### config.mk
export PLATFORM = sky130hd
export DESIGN_NAME = solenoid_phase_sequencer_pwm
export DESIGN_NICKNAME = d
export VERILOG_FILES = /design/src/solenoid_pkg.sv /design/src/solenoid_phase_sequencer_pwm.sv /design/src/solenoid_pwm.sv
export VERILOG_INCLUDE_DIRS = /design/src
export SDC_FILE = /design/constraint.sdc
export NUM_CORES = 1
export LEC_CHECK = 0
export ABC_CLOCK_PERIOD_IN_PS = 15000
export BUFFER_PORTS_ARGS = -buffer_cell sky130_fd_sc_hd__clkbuf_2
export CORE_MARGIN = 1
export CORE_UTILIZATION = 45
export DETAILED_ROUTE_END_ITERATION = 16
export PLACE_DENSITY = 0.71
export SLEW_MARGIN = 5
export SYNTH_ARGS = -nofsm -noshare
export SYNTH_HDL_FRONTEND = slang
export SYNTH_SLANG_ARGS = --single-unit
### constraint.sdc
create_clock -name i_clk -period 15 [get_ports i_clk]
set_input_delay 3 -clock i_clk [delete_from_list [all_inputs] [get_ports i_clk]]
set_output_delay 3 -clock i_clk [all_outputs]
set_load 0.005 [all_outputs]
### src/solenoid_params.svh
// Constants for the solenoid phase sequencer: timing counts and duty codes.
// Assumes a 40 MHz system clock standing in for the internal oscillator.
// Behaviour
// [RULE1] Energise delay timed by digital cycle divider
// [RULE2] Energise delay lasts nominal 136 ms
// [RULE3] Start delay at reset, auto switch hold
// [RULE4] Overtemperature keeps output stage off always
// [RULE5] After overtemperature, restart from energise phase
// [RULE6] DC variant: hold selects hold resistor
// [RULE7] PWM period nominal 30 kHz from clock
// [RULE8] External duty code sets 20-90% high time
// [RULE9] Duty tied to rail gives fixed 50%
// [RULE10] Enable low stops, high restarts sequence
// [RULE11] Enable pulled up; host open-drain or 3.3V
// [RULE12] Idle high enable means running state
// [RULE13] PWM gate fully on during energise
`ifndef SOLENOID_PARAMS_SVH
`define SOLENOID_PARAMS_SVH

`define CLK_HZ 40000000
`define DELAY_MS 136
`define DELAY_CYCLES ((`CLK_HZ / 1000) * `DELAY_MS)
`define PWM_HZ 30000
`define PWM_CYCLES (`CLK_HZ / `PWM_HZ)
`define DUTY_MIN_PCT 20
`define DUTY_MAX_PCT 90
`define DUTY_FIX_PCT 50

`endif

### src/solenoid_pkg.sv
// Types shared by the solenoid sequencer files.
// Assumes nothing beyond the params header.
package solenoid_pkg;
	typedef enum logic [1:0] {ST_OFF, ST_ENERGISE, ST_HOLD} phase_t;
endpackage

### src/solenoid_phase_sequencer_pwm.sv
// Energise/hold sequencer for a low-side solenoid driver, both variants.
// Assumes enable, overtemp and duty-rail inputs arrive asynchronously;
// the duty code comes from an on-chip converter on the same clock.
`timescale 1ns/10ps
`default_nettype none
`include "solenoid_params.svh"
module solenoid_phase_sequencer_pwm #(
	parameter int DELAY_CYCLES = `DELAY_CYCLES,
	parameter int PWM_CYCLES = `PWM_CYCLES,
	parameter bit PWM_VARIANT = 1'b1
) (
	// Clock and reset
	input wire logic i_clk,
	input wire logic i_rst,
	// Pins and analog flags
	input wire logic i_enable_input_pin,
	input wire logic i_overtemp,
	input wire logic i_duty_at_rail,
	input wire logic [6:0] i_duty_pct,
	// Outputs
	output logic o_gate,
	output logic o_hold_ref_sel,
	output logic o_hold_phase
);
	localparam int DW = $clog2(DELAY_CYCLES + 1);
	initial begin
		if (DELAY_CYCLES < 2) $error("Delay too short");
	end

	////////////////////////////////////////////////////////////////////
	// Input synchronisers
	// [RULE11] Enable pin pulled up off-block, idles high
	logic [1:0] en_s_q, ot_s_q, rail_s_q;
	always_ff @(posedge i_clk) begin
		en_s_q <= {en_s_q[0], i_enable_input_pin};
		ot_s_q <= {ot_s_q[0], i_overtemp};
		rail_s_q <= {rail_s_q[0], i_duty_at_rail};
	end
	wire en_ok = en_s_q[1];
	wire ot = ot_s_q[1];
	wire rail = rail_s_q[1];

	////////////////////////////////////////////////////////////////////
	// Phase sequencer
	solenoid_pkg::phase_t st_q, st_d;
	logic [DW-1:0] dly_q;
	// [RULE12] High enable level means run, low forces off
	wire stop = !en_ok || ot;
	// [RULE2] Terminal count fixes energise length
	wire dly_done = (dly_q == DW'(DELAY_CYCLES - 1));
	always_comb begin
		st_d = st_q;
		unique case (st_q)
			solenoid_pkg::ST_OFF: begin
				// [RULE5] Restart from energise after stop clears
				if (!stop) st_d = solenoid_pkg::ST_ENERGISE;
			end
			solenoid_pkg::ST_ENERGISE: begin
				// [RULE3] Automatic change to hold
				if (stop) st_d = solenoid_pkg::ST_OFF;
				else if (dly_done) st_d = solenoid_pkg::ST_HOLD;
			end
			solenoid_pkg::ST_HOLD: begin
				if (stop) st_d = solenoid_pkg::ST_OFF;
			end
		endcase
	end
	// [RULE10] Enable low stops, return restarts sequence
	always_ff @(posedge i_clk) begin
		if (i_rst) begin
			st_q <= solenoid_pkg::ST_OFF;
		end else begin
			st_q <= st_d;
		end
	end
	// [RULE1] Digital delay divider, fresh each energise
	always_ff @(posedge i_clk) begin
		if (i_rst || st_q != solenoid_pkg::ST_ENERGISE) begin
			dly_q <= '0;
		end else if (!dly_done) begin
			dly_q <= dly_q + 1'b1;
		end
	end

	////////////////////////////////////////////////////////////////////
	// Duty selection and PWM
	logic [6:0] duty_lim;
	logic pwm;
	// [RULE8] Clamp external duty into 20..90 percent
	assign duty_lim = (i_duty_pct < 7'(`DUTY_MIN_PCT)) ? 7'(`DUTY_MIN_PCT) :
		(i_duty_pct > 7'(`DUTY_MAX_PCT)) ? 7'(`DUTY_MAX_PCT) : i_duty_pct;
	// [RULE9] Rail-tied duty pin picks fixed 50 percent
	wire [6:0] duty_sel = rail ? 7'(`DUTY_FIX_PCT) : duty_lim;
	wire hold = (st_q == solenoid_pkg::ST_HOLD);
	solenoid_pwm #(
		.PERIOD(PWM_CYCLES)
	) u_pwm (
		.i_clk(i_clk),
		.i_rst(i_rst),
		.i_run(hold),
		.i_duty_pct(duty_sel),
		.o_pwm(pwm)
	);

	////////////////////////////////////////////////////////////////////
	// Output stage, registered
	// Gate is gated again by stop so overtemp acts one cycle sooner
	wire gate_d = !stop && (st_q == solenoid_pkg::ST_ENERGISE ||
		(hold && (!PWM_VARIANT || pwm)));
	always_ff @(posedge i_clk) begin
		if (i_rst) begin
			o_gate <= 1'b0;
			o_hold_ref_sel <= 1'b0;
			o_hold_phase <= 1'b0;
		end else begin
			// [RULE4] Overtemp disables output
			// [RULE13] Energise keeps gate fully on
			o_gate <= gate_d;
			// [RULE6] Hold selects hold resistor reference
			o_hold_ref_sel <= hold && !PWM_VARIANT;
			o_hold_phase <= hold;
		end
	end
endmodule
`default_nettype wire

### src/solenoid_pwm.sv
// PWM gate generator: fixed period, duty in percent.
// Assumes the caller supplies a duty already limited to 0..100.
`timescale 1ns/10ps
`default_nettype none
`include "solenoid_params.svh"
module solenoid_pwm #(
	parameter int PERIOD = `PWM_CYCLES
) (
	// Clock and reset
	input wire logic i_clk,
	input wire logic i_rst,
	// Control
	input wire logic i_run,
	input wire logic [6:0] i_duty_pct,
	// Gate
	output logic o_pwm
);
	localparam int CW = $clog2(PERIOD);
	logic [CW-1:0] cnt_q;
	logic [CW+7:0] thresh;
	initial begin
		if (PERIOD < 100) $error("PWM period too short");
	end
	// Threshold in clock cycles for the requested duty
	assign thresh = (CW + 8)'((CW + 8)'(PERIOD) * (CW + 8)'(i_duty_pct) / (CW + 8)'(100));
	// [RULE7] Period counter
	always_ff @(posedge i_clk) begin
		if (i_rst || !i_run || cnt_q == CW'(PERIOD - 1)) begin
			cnt_q <= '0;
		end else begin
			cnt_q <= cnt_q + 1'b1;
		end
	end
	// [RULE8] High time compare
	always_ff @(posedge i_clk) begin
		if (i_rst || !i_run) begin
			o_pwm <= 1'b0;
		end else begin
			o_pwm <= ((CW + 8)'(cnt_q) < thresh);
		end
	end
endmodule
`default_nettype wire

==> results.json, run 1 <==
{
  "layout-drive-gt1-share_pct": 9.73,
  "grt_max_degree": 24,
  "yosysSeqAreaShare_pct": 14.2,
  "synth_adder_area_share_pct": 16.1,
  "post-route-min-period_ns": 14.01,
  "crit_path_end_kind": "register",
  "rr_worst_depth": 38,
  "synth_top_family_by_area": "compound AO/OA/AOI/OAI gates",
  "synthTopCellsByArea": "dfxtp_1 14%, ha_1 12%, nor2_1 4.9%",
  "netlist_instances": 806,
  "r2r_slack_ns": 3.91,
  "drv_slew": 0,
  "cts_buffers": 5,
  "die-area_sq_mm": 0.0146,
  "antenna_found_initial": 0,
  "boundaryPins": 15,
  "drc": 0,
  "crit_path_start_kind": "input pin",
  "row_count": 43,
  "critPathMaxStageDelay_ns": 0.69,
  "core-area_sq_mm": 0.0138,
  "max_cap_viol_count": 0,
  "drt-pass1-iter-count": 5,
  "grt_pass1_vias": 5428,
  "holdCritPathClass": "reg2reg",
  "r2r-start": "rail_s_q[1]",
  "outcome": "finished, final reports clean",
  "fmax_mhz": 71.4,
  "fin_skew_ns": 0.00898,
  "syn_nets": 890,
  "setup_violations": 0,
  "required_ns": 15.23,
  "syn2layout_area_growth_pct": 5.19,
  "die_w_um": 121,
  "setup-tns-final_ns": 0,
  "start_util_pct": 45.9,
  "clk_latency_ns": 0.29,
  "wire_per_inst_um": 15.2,
  "synthXorXnorAreaFrac_pct": 6.89,
  "grt_pass1_wl_um": 25700,
  "post_cts_resized": 0,
  "finalHoldViolCount": 0,
  "final_core_util_pct": 48.2,
  "yosys-mux-area-fraction_pct": 2.64,
  "via_per_inst": 6.22,
  "portBuffers": 13,
  "hp-start": "ot_s_q[0]",
  "num_vias": 6106,
  "grt_use_total_pct": 21.1,
  "rr_endpoint": "u_pwm.o_pwm",
  "routed_wl_um": 14900,
  "syn_area_sq_mm": 0.00634,
  "synth_compound_area_share_pct": 30.4,
  "synth_edf_count": 0,
  "crit_arrival_ns": 14.23,
  "holdPathEnd": "ot_s_q[1]",
  "grt-ovfl-total": 0,
  "ant_nets": 0,
  "hpwl_um": 11700,
  "synth.ff_latch_count": 45,
  "async_flop_share_pct": 0,
  "clockBufferDepth": 2,
  "timing_worst_setup_path_type": "in2reg",
  "path_clk_slew_ns": 0.07,
  "avgSynthCellArea_sq_um": 7.87,
  "synth_cell_types": 107,
  "drtIter0Drc": 425,
  "yosys_warnings": 0,
  "synth_top_area_cell": "dfxtp_1",
  "cts_tree": "yes",
  "rsz0062_at_grt": "no",
  "worst_slew_pin_slew_ns": 1.17,
  "path_max_fanout": 16,
  "slowest_stage": "nor3_2",
  "clock-sinks": 45,
  "yosys_most_used_dff": "dfxtp_1",
  "diodes": 0,
  "cts_post_setup_buffers_inserted": 0,
  "cts_root_buf": "clkbuf_16",
  "maxSlewHeadroom_pct": 21.2,
  "cp_common_cell": "a21oi_1",
  "gp_congestion": 0.979,
  "ys_top_cells_by_count": "82 x nor2_1, 62 x ha_1, 47 x nand2_1",
  "holdPathStages": 0,
  "synth_top_cell_area_share_pct": 14.2,
  "yosysMostFrequentCell": "nor2_1",
  "htree_levels": 2,
  "fin_crit_sh_pct": 93.4,
  "die_y_um": 121,
  "synthSimpleGateAreaFrac_pct": 25.2,
  "nets": 885,
  "postCtsHoldBufs": 0
}
## kinds of logic after synthesis
| family | Yosys count |
|---|---|
| xor+xnor | 49 |
| simple gates | 301 |
| mux | 14 |
| flops | 45 |
| buf+inv | 67 |
| fa+ha+maj | 76 |
| compound gates | 253 |
| other cells | 1 |
## final cells by class
cell class                      count  area [sq um]
Inverter                           37           139
Timing Repair Buffer               18           103
Tap cell                          180           225
Multi-Input combinational cell    694          5150
Fill cell                        1337          7160
Clock buffer                        5           125
Sequential cell                    45           901
Clock inverter                      3          25.0
## placed cells by master, fill, tap and decap left out, drive strengths merged, types with 5 or more instances in the layout
cell type	instances
nor2	86
ha	62
o21ai	50
nand2	48
a21oi	46
dfxtp	45
inv	38
nand3	32
xnor2	27
nor3	26
xor2	22
nand4	21
clkbuf	18
a211oi	17
and3	13
o211ai	13
o21a	12
a31oi	12
nor4	12
or2	11
fa	10
or3	10
and4	9
o2111ai	9
and2	9
a22oi	8
mux2i	8
nand2b	7
a21o	6
o22ai	6
o31ai	6
mux2	6
buf	5
a221oi	5
## layer usage
| metal | global-route usage (%) | share of wire, % | vias to the layer above |
|---|---|---|---|
| met3 | 3.73 | 5.5 | 38 |
| met1 | 28.9 | 48 | 2782 |
| met4 | 8.10 | 3.0 | 0 |
| met2 | 32.5 | 44 | 207 |
| met5 | 0 | 0 | - |
| li1 | - | - | 3079 |
## state kept, by name, summed over array words and instances (netlist names)
name / count
rail_s_q: 2
u_pwm.cnt_q: 11
o_gate: 1
st_q: 2
dly_q: 23
u_pwm.o_pwm: 1
ot_s_q: 2
o_hold_phase: 1
en_s_q: 2
## per-stage QoR
stage                     area [sq um]  worst slack [ns]  hold slack (ns)  std cells
after floorplan                   6340              2.37            0.310        806
after global placement            6520             0.941            0.311        974
after detailed placement          6520             0.834            0.314        974
after CTS                         6670              1.10            0.328        982
after global routing              6670             0.208            0.339        982
final                             6670             0.993            0.326        982
## worst max path at each step
stage                       start  depth (start not counted)          end  slack (ns)
CTS                 i_duty_pct[0]                         44  u_pwm.o_pwm        1.10
detailed placement  i_duty_pct[0]                         44  u_pwm.o_pwm        0.83
finish              i_duty_pct[0]                         44  u_pwm.o_pwm        0.99
global route        i_duty_pct[0]                         45  u_pwm.o_pwm        0.21
floorplan           i_duty_pct[0]                         43  u_pwm.o_pwm        2.37
global placement    i_duty_pct[0]                         44  u_pwm.o_pwm        0.94
## critical path, delay by kind of cell
family / cells / cell delay (ns)
AO/OA/AOI/OAI: 26 / 6.25
adder cells (fa/ha/maj): 6 / 1.93
buffers and inverters: 3 / 0.41
multiplexers: 1 / 0.37
AND/OR/NAND/NOR: 8 / 2.25
Power of run 1 is not shown: default switching activity piles up to over one toggle a cycle in this logic, so the estimate is an artifact.
==> run 2: changes to the inputs <==
--- a/config.mk
+++ b/config.mk
@@ -15,4 +15,5 @@
 export SLEW_MARGIN = 5
 export SYNTH_ARGS = -nofsm -noshare
 export SYNTH_HDL_FRONTEND = slang
+export SYNTH_HIERARCHICAL = 1
 export SYNTH_SLANG_ARGS = --single-unit
==> results.json, run 2 <==
{
  "synth_edf_count": 0,
  "gp_congestion": 0.915,
  "synth_top_area_cell": "dfxtp_1",
  "die_w_um": 121,
  "wire_per_inst_um": 15.8,
  "drc": 0,
  "rr_endpoint": "u_pwm/o_pwm",
  "ys_top_cells_by_count": "80 x nor2_1, 62 x ha_1, 55 x nand2_1",
  "maxSlewHeadroom_pct": 37.8,
  "setup_ws_ns": 0.614,
  "yosys_most_used_dff": "dfxtp_1",
  "holdCritPathClass": "reg2reg",
  "fin_skew_ns": 0.0113,
  "crit_arrival_ns": 14.54,
  "path_max_fanout": 13,
  "setup-tns-final_ns": 0,
  "ant_nets": 0,
  "portBuffers": 13,
  "grt_use_total_pct": 20.8,
  "async_flop_share_pct": 0,
  "syn_nets": 884,
  "largest_register_ffs": 23,
  "finalNonFillerCells": 1001,
  "layout_common_cells": "78 x nor2_1, 62 x ha_1, 55 x nand2_1",
  "yosysSeqAreaShare_pct": 14.1,
  "yosys_warnings": 6,
  "start_util_pct": 46.0,
  "finalHoldViolCount": 0,
  "r2r-start": "rail_s_q[1]",
  "max_cap_viol_count": 0,
  "slowest_stage": "or4_1",
  "crit_path_start_kind": "input pin",
  "clock-sinks": 45,
  "synthTopCellsByArea": "dfxtp_1 14%, ha_1 12%, nor2_1 4.7%",
  "fmax_mhz": 69.5,
  "post-route-min-period_ns": 14.39,
  "required_ns": 15.16,
  "grt-ovfl-total": 0,
  "hpwl_um": 12100,
  "routed_wl_um": 15800,
  "drtIter0Drc": 434,
  "antenna_found_initial": 0,
  "syn2layout_area_growth_pct": 10.2,
  "drv_slew": 0,
  "fin_hold_ws_ns": 0.324,
  "path_clk_slew_ns": 0.05,
  "holdPathStages": 0,
  "nets": 905,
  "core-area_sq_mm": 0.0139,
  "grt_pass1_wl_um": 25500,
  "worst_slew_pin_slew_ns": 0.924,
  "synth_cell_types": 112,
  "largestRegisters": "dly_q (23), u_pwm/cnt_q (11)",
  "outcome": "finished, final reports clean",
  "drt-pass1-iter-count": 5,
  "crit_path_end_kind": "register",
  "clk_latency_ns": 0.28,
  "cts_tree": "yes",
  "cp_common_cell": "ha_1",
  "final_common_cell": "nor2_1",
  "avgSynthCellArea_sq_um": 7.98,
  "synth_top_cell_area_share_pct": 14.1,
  "fin_crit_sh_pct": 95.9,
  "netlist_instances": 800,
  "cts_root_buf": "clkbuf_16",
  "cts_buffers": 5,
  "yosysMostFrequentCell": "nor2_1",
  "clockBufferDepth": 2,
  "die_y_um": 121,
  "rr_worst_depth": 45,
  "timing_worst_setup_path_type": "in2reg",
  "largest-register": "dly_q",
  "setup_violations": 0,
  "row_count": 43,
  "holdPathEnd": "ot_s_q[1]",
  "synth.ff_latch_count": 45,
  "hp-start": "ot_s_q[0]",
  "via_per_inst": 6.20,
  "dp.cells": 984,
  "layout-drive-gt1-share_pct": 14.9,
  "critPathMaxStageDelay_ns": 0.55,
  "r2r_slack_ns": 3.39,
  "htree_levels": 2,
  "num_vias": 6206,
  "grt_max_degree": 24,
  "diodes": 0,
  "syn_area_sq_mm": 0.00639,
  "boundaryPins": 15,
  "die-area_sq_mm": 0.0147,
  "seq_area_sq_um": 901,
  "fill_cells": 1338,
  "pre_cts_ws_ns": 0.119,
  "multi_input_area_sq_mm": 0.00534,
  "grt_pass1_vias": 5404
}
## run 2: cell count changes in the layout (fill, tap and decap cells not counted), moves of 5 or more
cell,before,now
a21o_1,6,13
a21oi_1,45,40
a22oi_1,8,2
and2_1,8,2
and4_1,9,2
buf_4,5,28
nand2_1,47,55
nand3_1,31,38
nand4_1,21,12
o21ai_0,40,29
o21ai_1,8,2
xnor2_1,27,22
xor2_1,21,26
## run 2: layout make-up
cell class,count,area share (%)
clock buffers,5,1.78
clock inverters,2,0.498
inverters,36,1.96
multi-input cells,692,75.8
flip-flops and latches,45,12.8
well taps,180,3.20
repair buffers,41,3.91
## run 2: metal layers
layer,routed length [um],share of wire [%],vias up,global-route usage (%)
li1,-,-,3111,-
met1,7540,48,2887,29.1
met2,7280,46,183,34.2
met3,728,4.6,25,2.73
met4,276,1.7,0,4.09
met5,0,0,-,0
## run 2: worst max path at each step
stage | startpoint | to | slack (ns) | depth (start not counted)
6_report | i_duty_pct[0] | u_pwm/o_pwm | 0.61 | 49
5_1_grt | i_duty_pct[0] | u_pwm/o_pwm | -0.05 | 49
3_3_place_gp | i_duty_pct[0] | u_pwm/o_pwm | 0.23 | 46
4_1_cts | i_duty_pct[0] | u_pwm/o_pwm | 0.39 | 47
3_5_place_dp | i_duty_pct[3] | u_pwm/o_pwm | 0.12 | 46
2_1_floorplan | i_duty_pct[0] | u_pwm/o_pwm | 1.33 | 46
## run 2: worst max-delay path: cells and delay by family
kind,cells,cell delay [ns]
and+or+nand+nor,13,3.12
muxes,1,0.10
AOI/OAI and AO/OA,21,5.03
buffers and inverters,8,0.92
adders and majority gates,6,2.37
## run 2: cell families after synthesis
group                    count (synthesis)  synth area share, %
AND/OR/NAND/NOR                        306                 26.2
other                                    1               0.0587
adder cells (fa/ha/maj)                 75                 15.8
flip-flops                              45                 14.1
XOR/XNOR                                50                 6.86
AO/OA/AOI/OAI                          249                 30.8
buffers and inverters                   63                 4.27
multiplexers                            11                 1.90
## run 2: metrics by stage
stage / cell area, sq um / utilization [%]
3_5_place_dp: 6680 / 48.1
2_1_floorplan: 6390 / -
5_1_grt: 7040 / 50.7
3_3_place_gp: 6680 / 48.1
6_report: 7040 / 50.7
4_1_cts: 6840 / 49.3
## run 2: repair_timing
item,CTS,global route
setup endpoints to repair,0,1
gates resized for setup,0,24
hold buffers,0,0
setup buffers,0,10
Power of run 2 is left out for the same reason.
==> run 3: changes to the inputs <==
--- a/config.mk
+++ b/config.mk
@@ -8,10 +8,10 @@
 export LEC_CHECK = 0
 export ABC_CLOCK_PERIOD_IN_PS = 15000
 export BUFFER_PORTS_ARGS = -buffer_cell sky130_fd_sc_hd__clkbuf_2
-export CORE_MARGIN = 1
-export CORE_UTILIZATION = 45
+export CORE_MARGIN = 10
+export CORE_UTILIZATION = 55
 export DETAILED_ROUTE_END_ITERATION = 16
-export PLACE_DENSITY = 0.71
+export PLACE_DENSITY = 0.81
 export SLEW_MARGIN = 5
 export SYNTH_ARGS = -nofsm -noshare
 export SYNTH_HDL_FRONTEND = slang
==> results.json, run 3 (synthesis gave the netlist of run 2 again) <==
{
  "postCtsHoldBufs": 0,
  "drc": 0,
  "required_ns": 15.17,
  "holdCritPathClass": "reg2reg",
  "finalHoldViolCount": 0,
  "final_common_cell": "nor2_1",
  "cts_buffers": 5,
  "rr_endpoint": "u_pwm/o_pwm",
  "largest_register_ffs": 23,
  "setup-tns-final_ns": 0,
  "fmax_mhz": 69.2,
  "diodes": 0,
  "fin_crit_sh_pct": 96.3,
  "cts_tree": "yes",
  "holdPathStages": 0,
  "rr_worst_depth": 41,
  "crit_cells": 45,
  "grt_pass1_wl_um": 26100,
  "htree_levels": 2,
  "fin_hold_ws_ns": 0.330,
  "layout_common_cells": "79 x nor2_1, 61 x ha_1, 54 x nand2_1",
  "hpwl_um": 12000,
  "outcome": "finished, final reports clean",
  "worst_slew_pin_slew_ns": 0.923,
  "antenna_found_initial": 0,
  "largestRegisters": "dly_q (23), u_pwm/cnt_q (11)",
  "routed_wl_um": 16000,
  "drv_slew": 0,
  "slowest_stage": "or4_1",
  "fin_skew_ns": 0.00178,
  "post-route-min-period_ns": 14.44,
  "drtIter0Drc": 602,
  "grt_pass1_vias": 5641,
  "crit_arrival_ns": 14.61,
  "num_vias": 6340,
  "drt-pass1-iter-count": 5,
  "start_util_pct": 56.2,
  "setup_violations": 0,
  "syn2layout_area_growth_pct": 9.54,
  "layout-drive-gt1-share_pct": 14.8,
  "clk_latency_ns": 0.29,
  "ant_nets": 0,
  "holdPathEnd": "en_s_q[1]",
  "die-area_sq_mm": 0.0163,
  "final_core_util_pct": 61.5,
  "cp_common_cell": "a21oi_1",
  "r2r-start": "rail_s_q[1]",
  "max_cap_viol_count": 0,
  "largest-register": "dly_q",
  "critPathBufInv": 4,
  "hp-start": "en_s_q[0]",
  "nets": 896,
  "gp_congestion": 0.933,
  "path_max_fanout": 12,
  "boundaryPins": 15,
  "portBuffers": 13,
  "wire_per_inst_um": 16.7,
  "timing_worst_setup_path_type": "in2reg",
  "core-area_sq_mm": 0.0114,
  "clock-sinks": 45,
  "via_per_inst": 6.63,
  "crit_path_end_kind": "register",
  "grt_max_degree": 24,
  "clockBufferDepth": 2,
  "grt_use_total_pct": 18.2,
  "path_clk_slew_ns": 0.06,
  "r2r_slack_ns": 3.33,
  "die_w_um": 128,
  "cp_top_family": "compound AO/OA/AOI/OAI gates",
  "maxSlewHeadroom_pct": 38.0,
  "die_y_um": 128,
  "fill_cells": 965,
  "crit_path_start_kind": "input pin",
  "critPathMaxStageDelay_ns": 0.56,
  "grt-ovfl-total": 0,
  "row_count": 39,
  "cts_root_buf": "clkbuf_16"
}
## run 3: how the worst max path moves through the flow
stage | startpoint | to
after floorplan | i_duty_pct[0] | u_pwm/o_pwm
after global placement | i_duty_pct[0] | u_pwm/o_pwm
after detailed placement | i_duty_pct[0] | u_pwm/o_pwm
after CTS | i_duty_pct[0] | u_pwm/o_pwm
after global routing | i_duty_pct[2] | u_pwm/o_pwm
final | i_duty_pct[0] | u_pwm/o_pwm
## run 3: worst reg2reg max path: cells and delay by family (launching register included)
family	cells	cell delay [ns]
DFF	1	0.37
and+or+nand+nor	10	2.49
AOI/OAI and AO/OA	21	5.73
muxes	1	0.29
buffers and inverters	3	0.33
adders and majority gates	6	2.35
## run 3: per-stage QoR
step           instance area, sq um  worst slack [ns]  cells
2_1_floorplan                  6390              1.33    800
3_3_place_gp                   6580             0.193    940
3_5_place_dp                   6580           -0.0951    940
4_1_cts                        6750             0.192    948
5_1_grt                        7000           -0.0533    956
6_report                       7000             0.558    956
## run 3: area by class of cell
cell class                 count  area, sq um  share of cell area, %
multi-input combinational    692         5400                   77.2
sequential                    45          901                   12.9
timing repair buffer          32          208                   2.97
tap                          143          179                   2.56
inverter                      36          138                   1.97
clock buffer                   5          125                   1.79
clock inverter                 3         43.8                  0.626
## run 3: repair_timing
| action | in CTS | in global routing |
|---|---|---|
| setup endpoints to repair | 0 | 1 |
| buffers inserted | 0 | 8 |
| gates resized for setup | 0 | 37 |
## run 3: routing by layer
layer / share of wire [%] / vias to the layer above / wire length [um] / global-route usage, %
met4: 3.0 / 0 / 472 / 6.49
met2: 46 / 250 / 7290 / 29.4
met3: 6.4 / 42 / 1020 / 2.27
met5: 0 / - / 0 / 0
met1: 45 / 2954 / 7170 / 24.4
li1: - / 3094 / - / -
Power of run 3 is left out for the same reason.
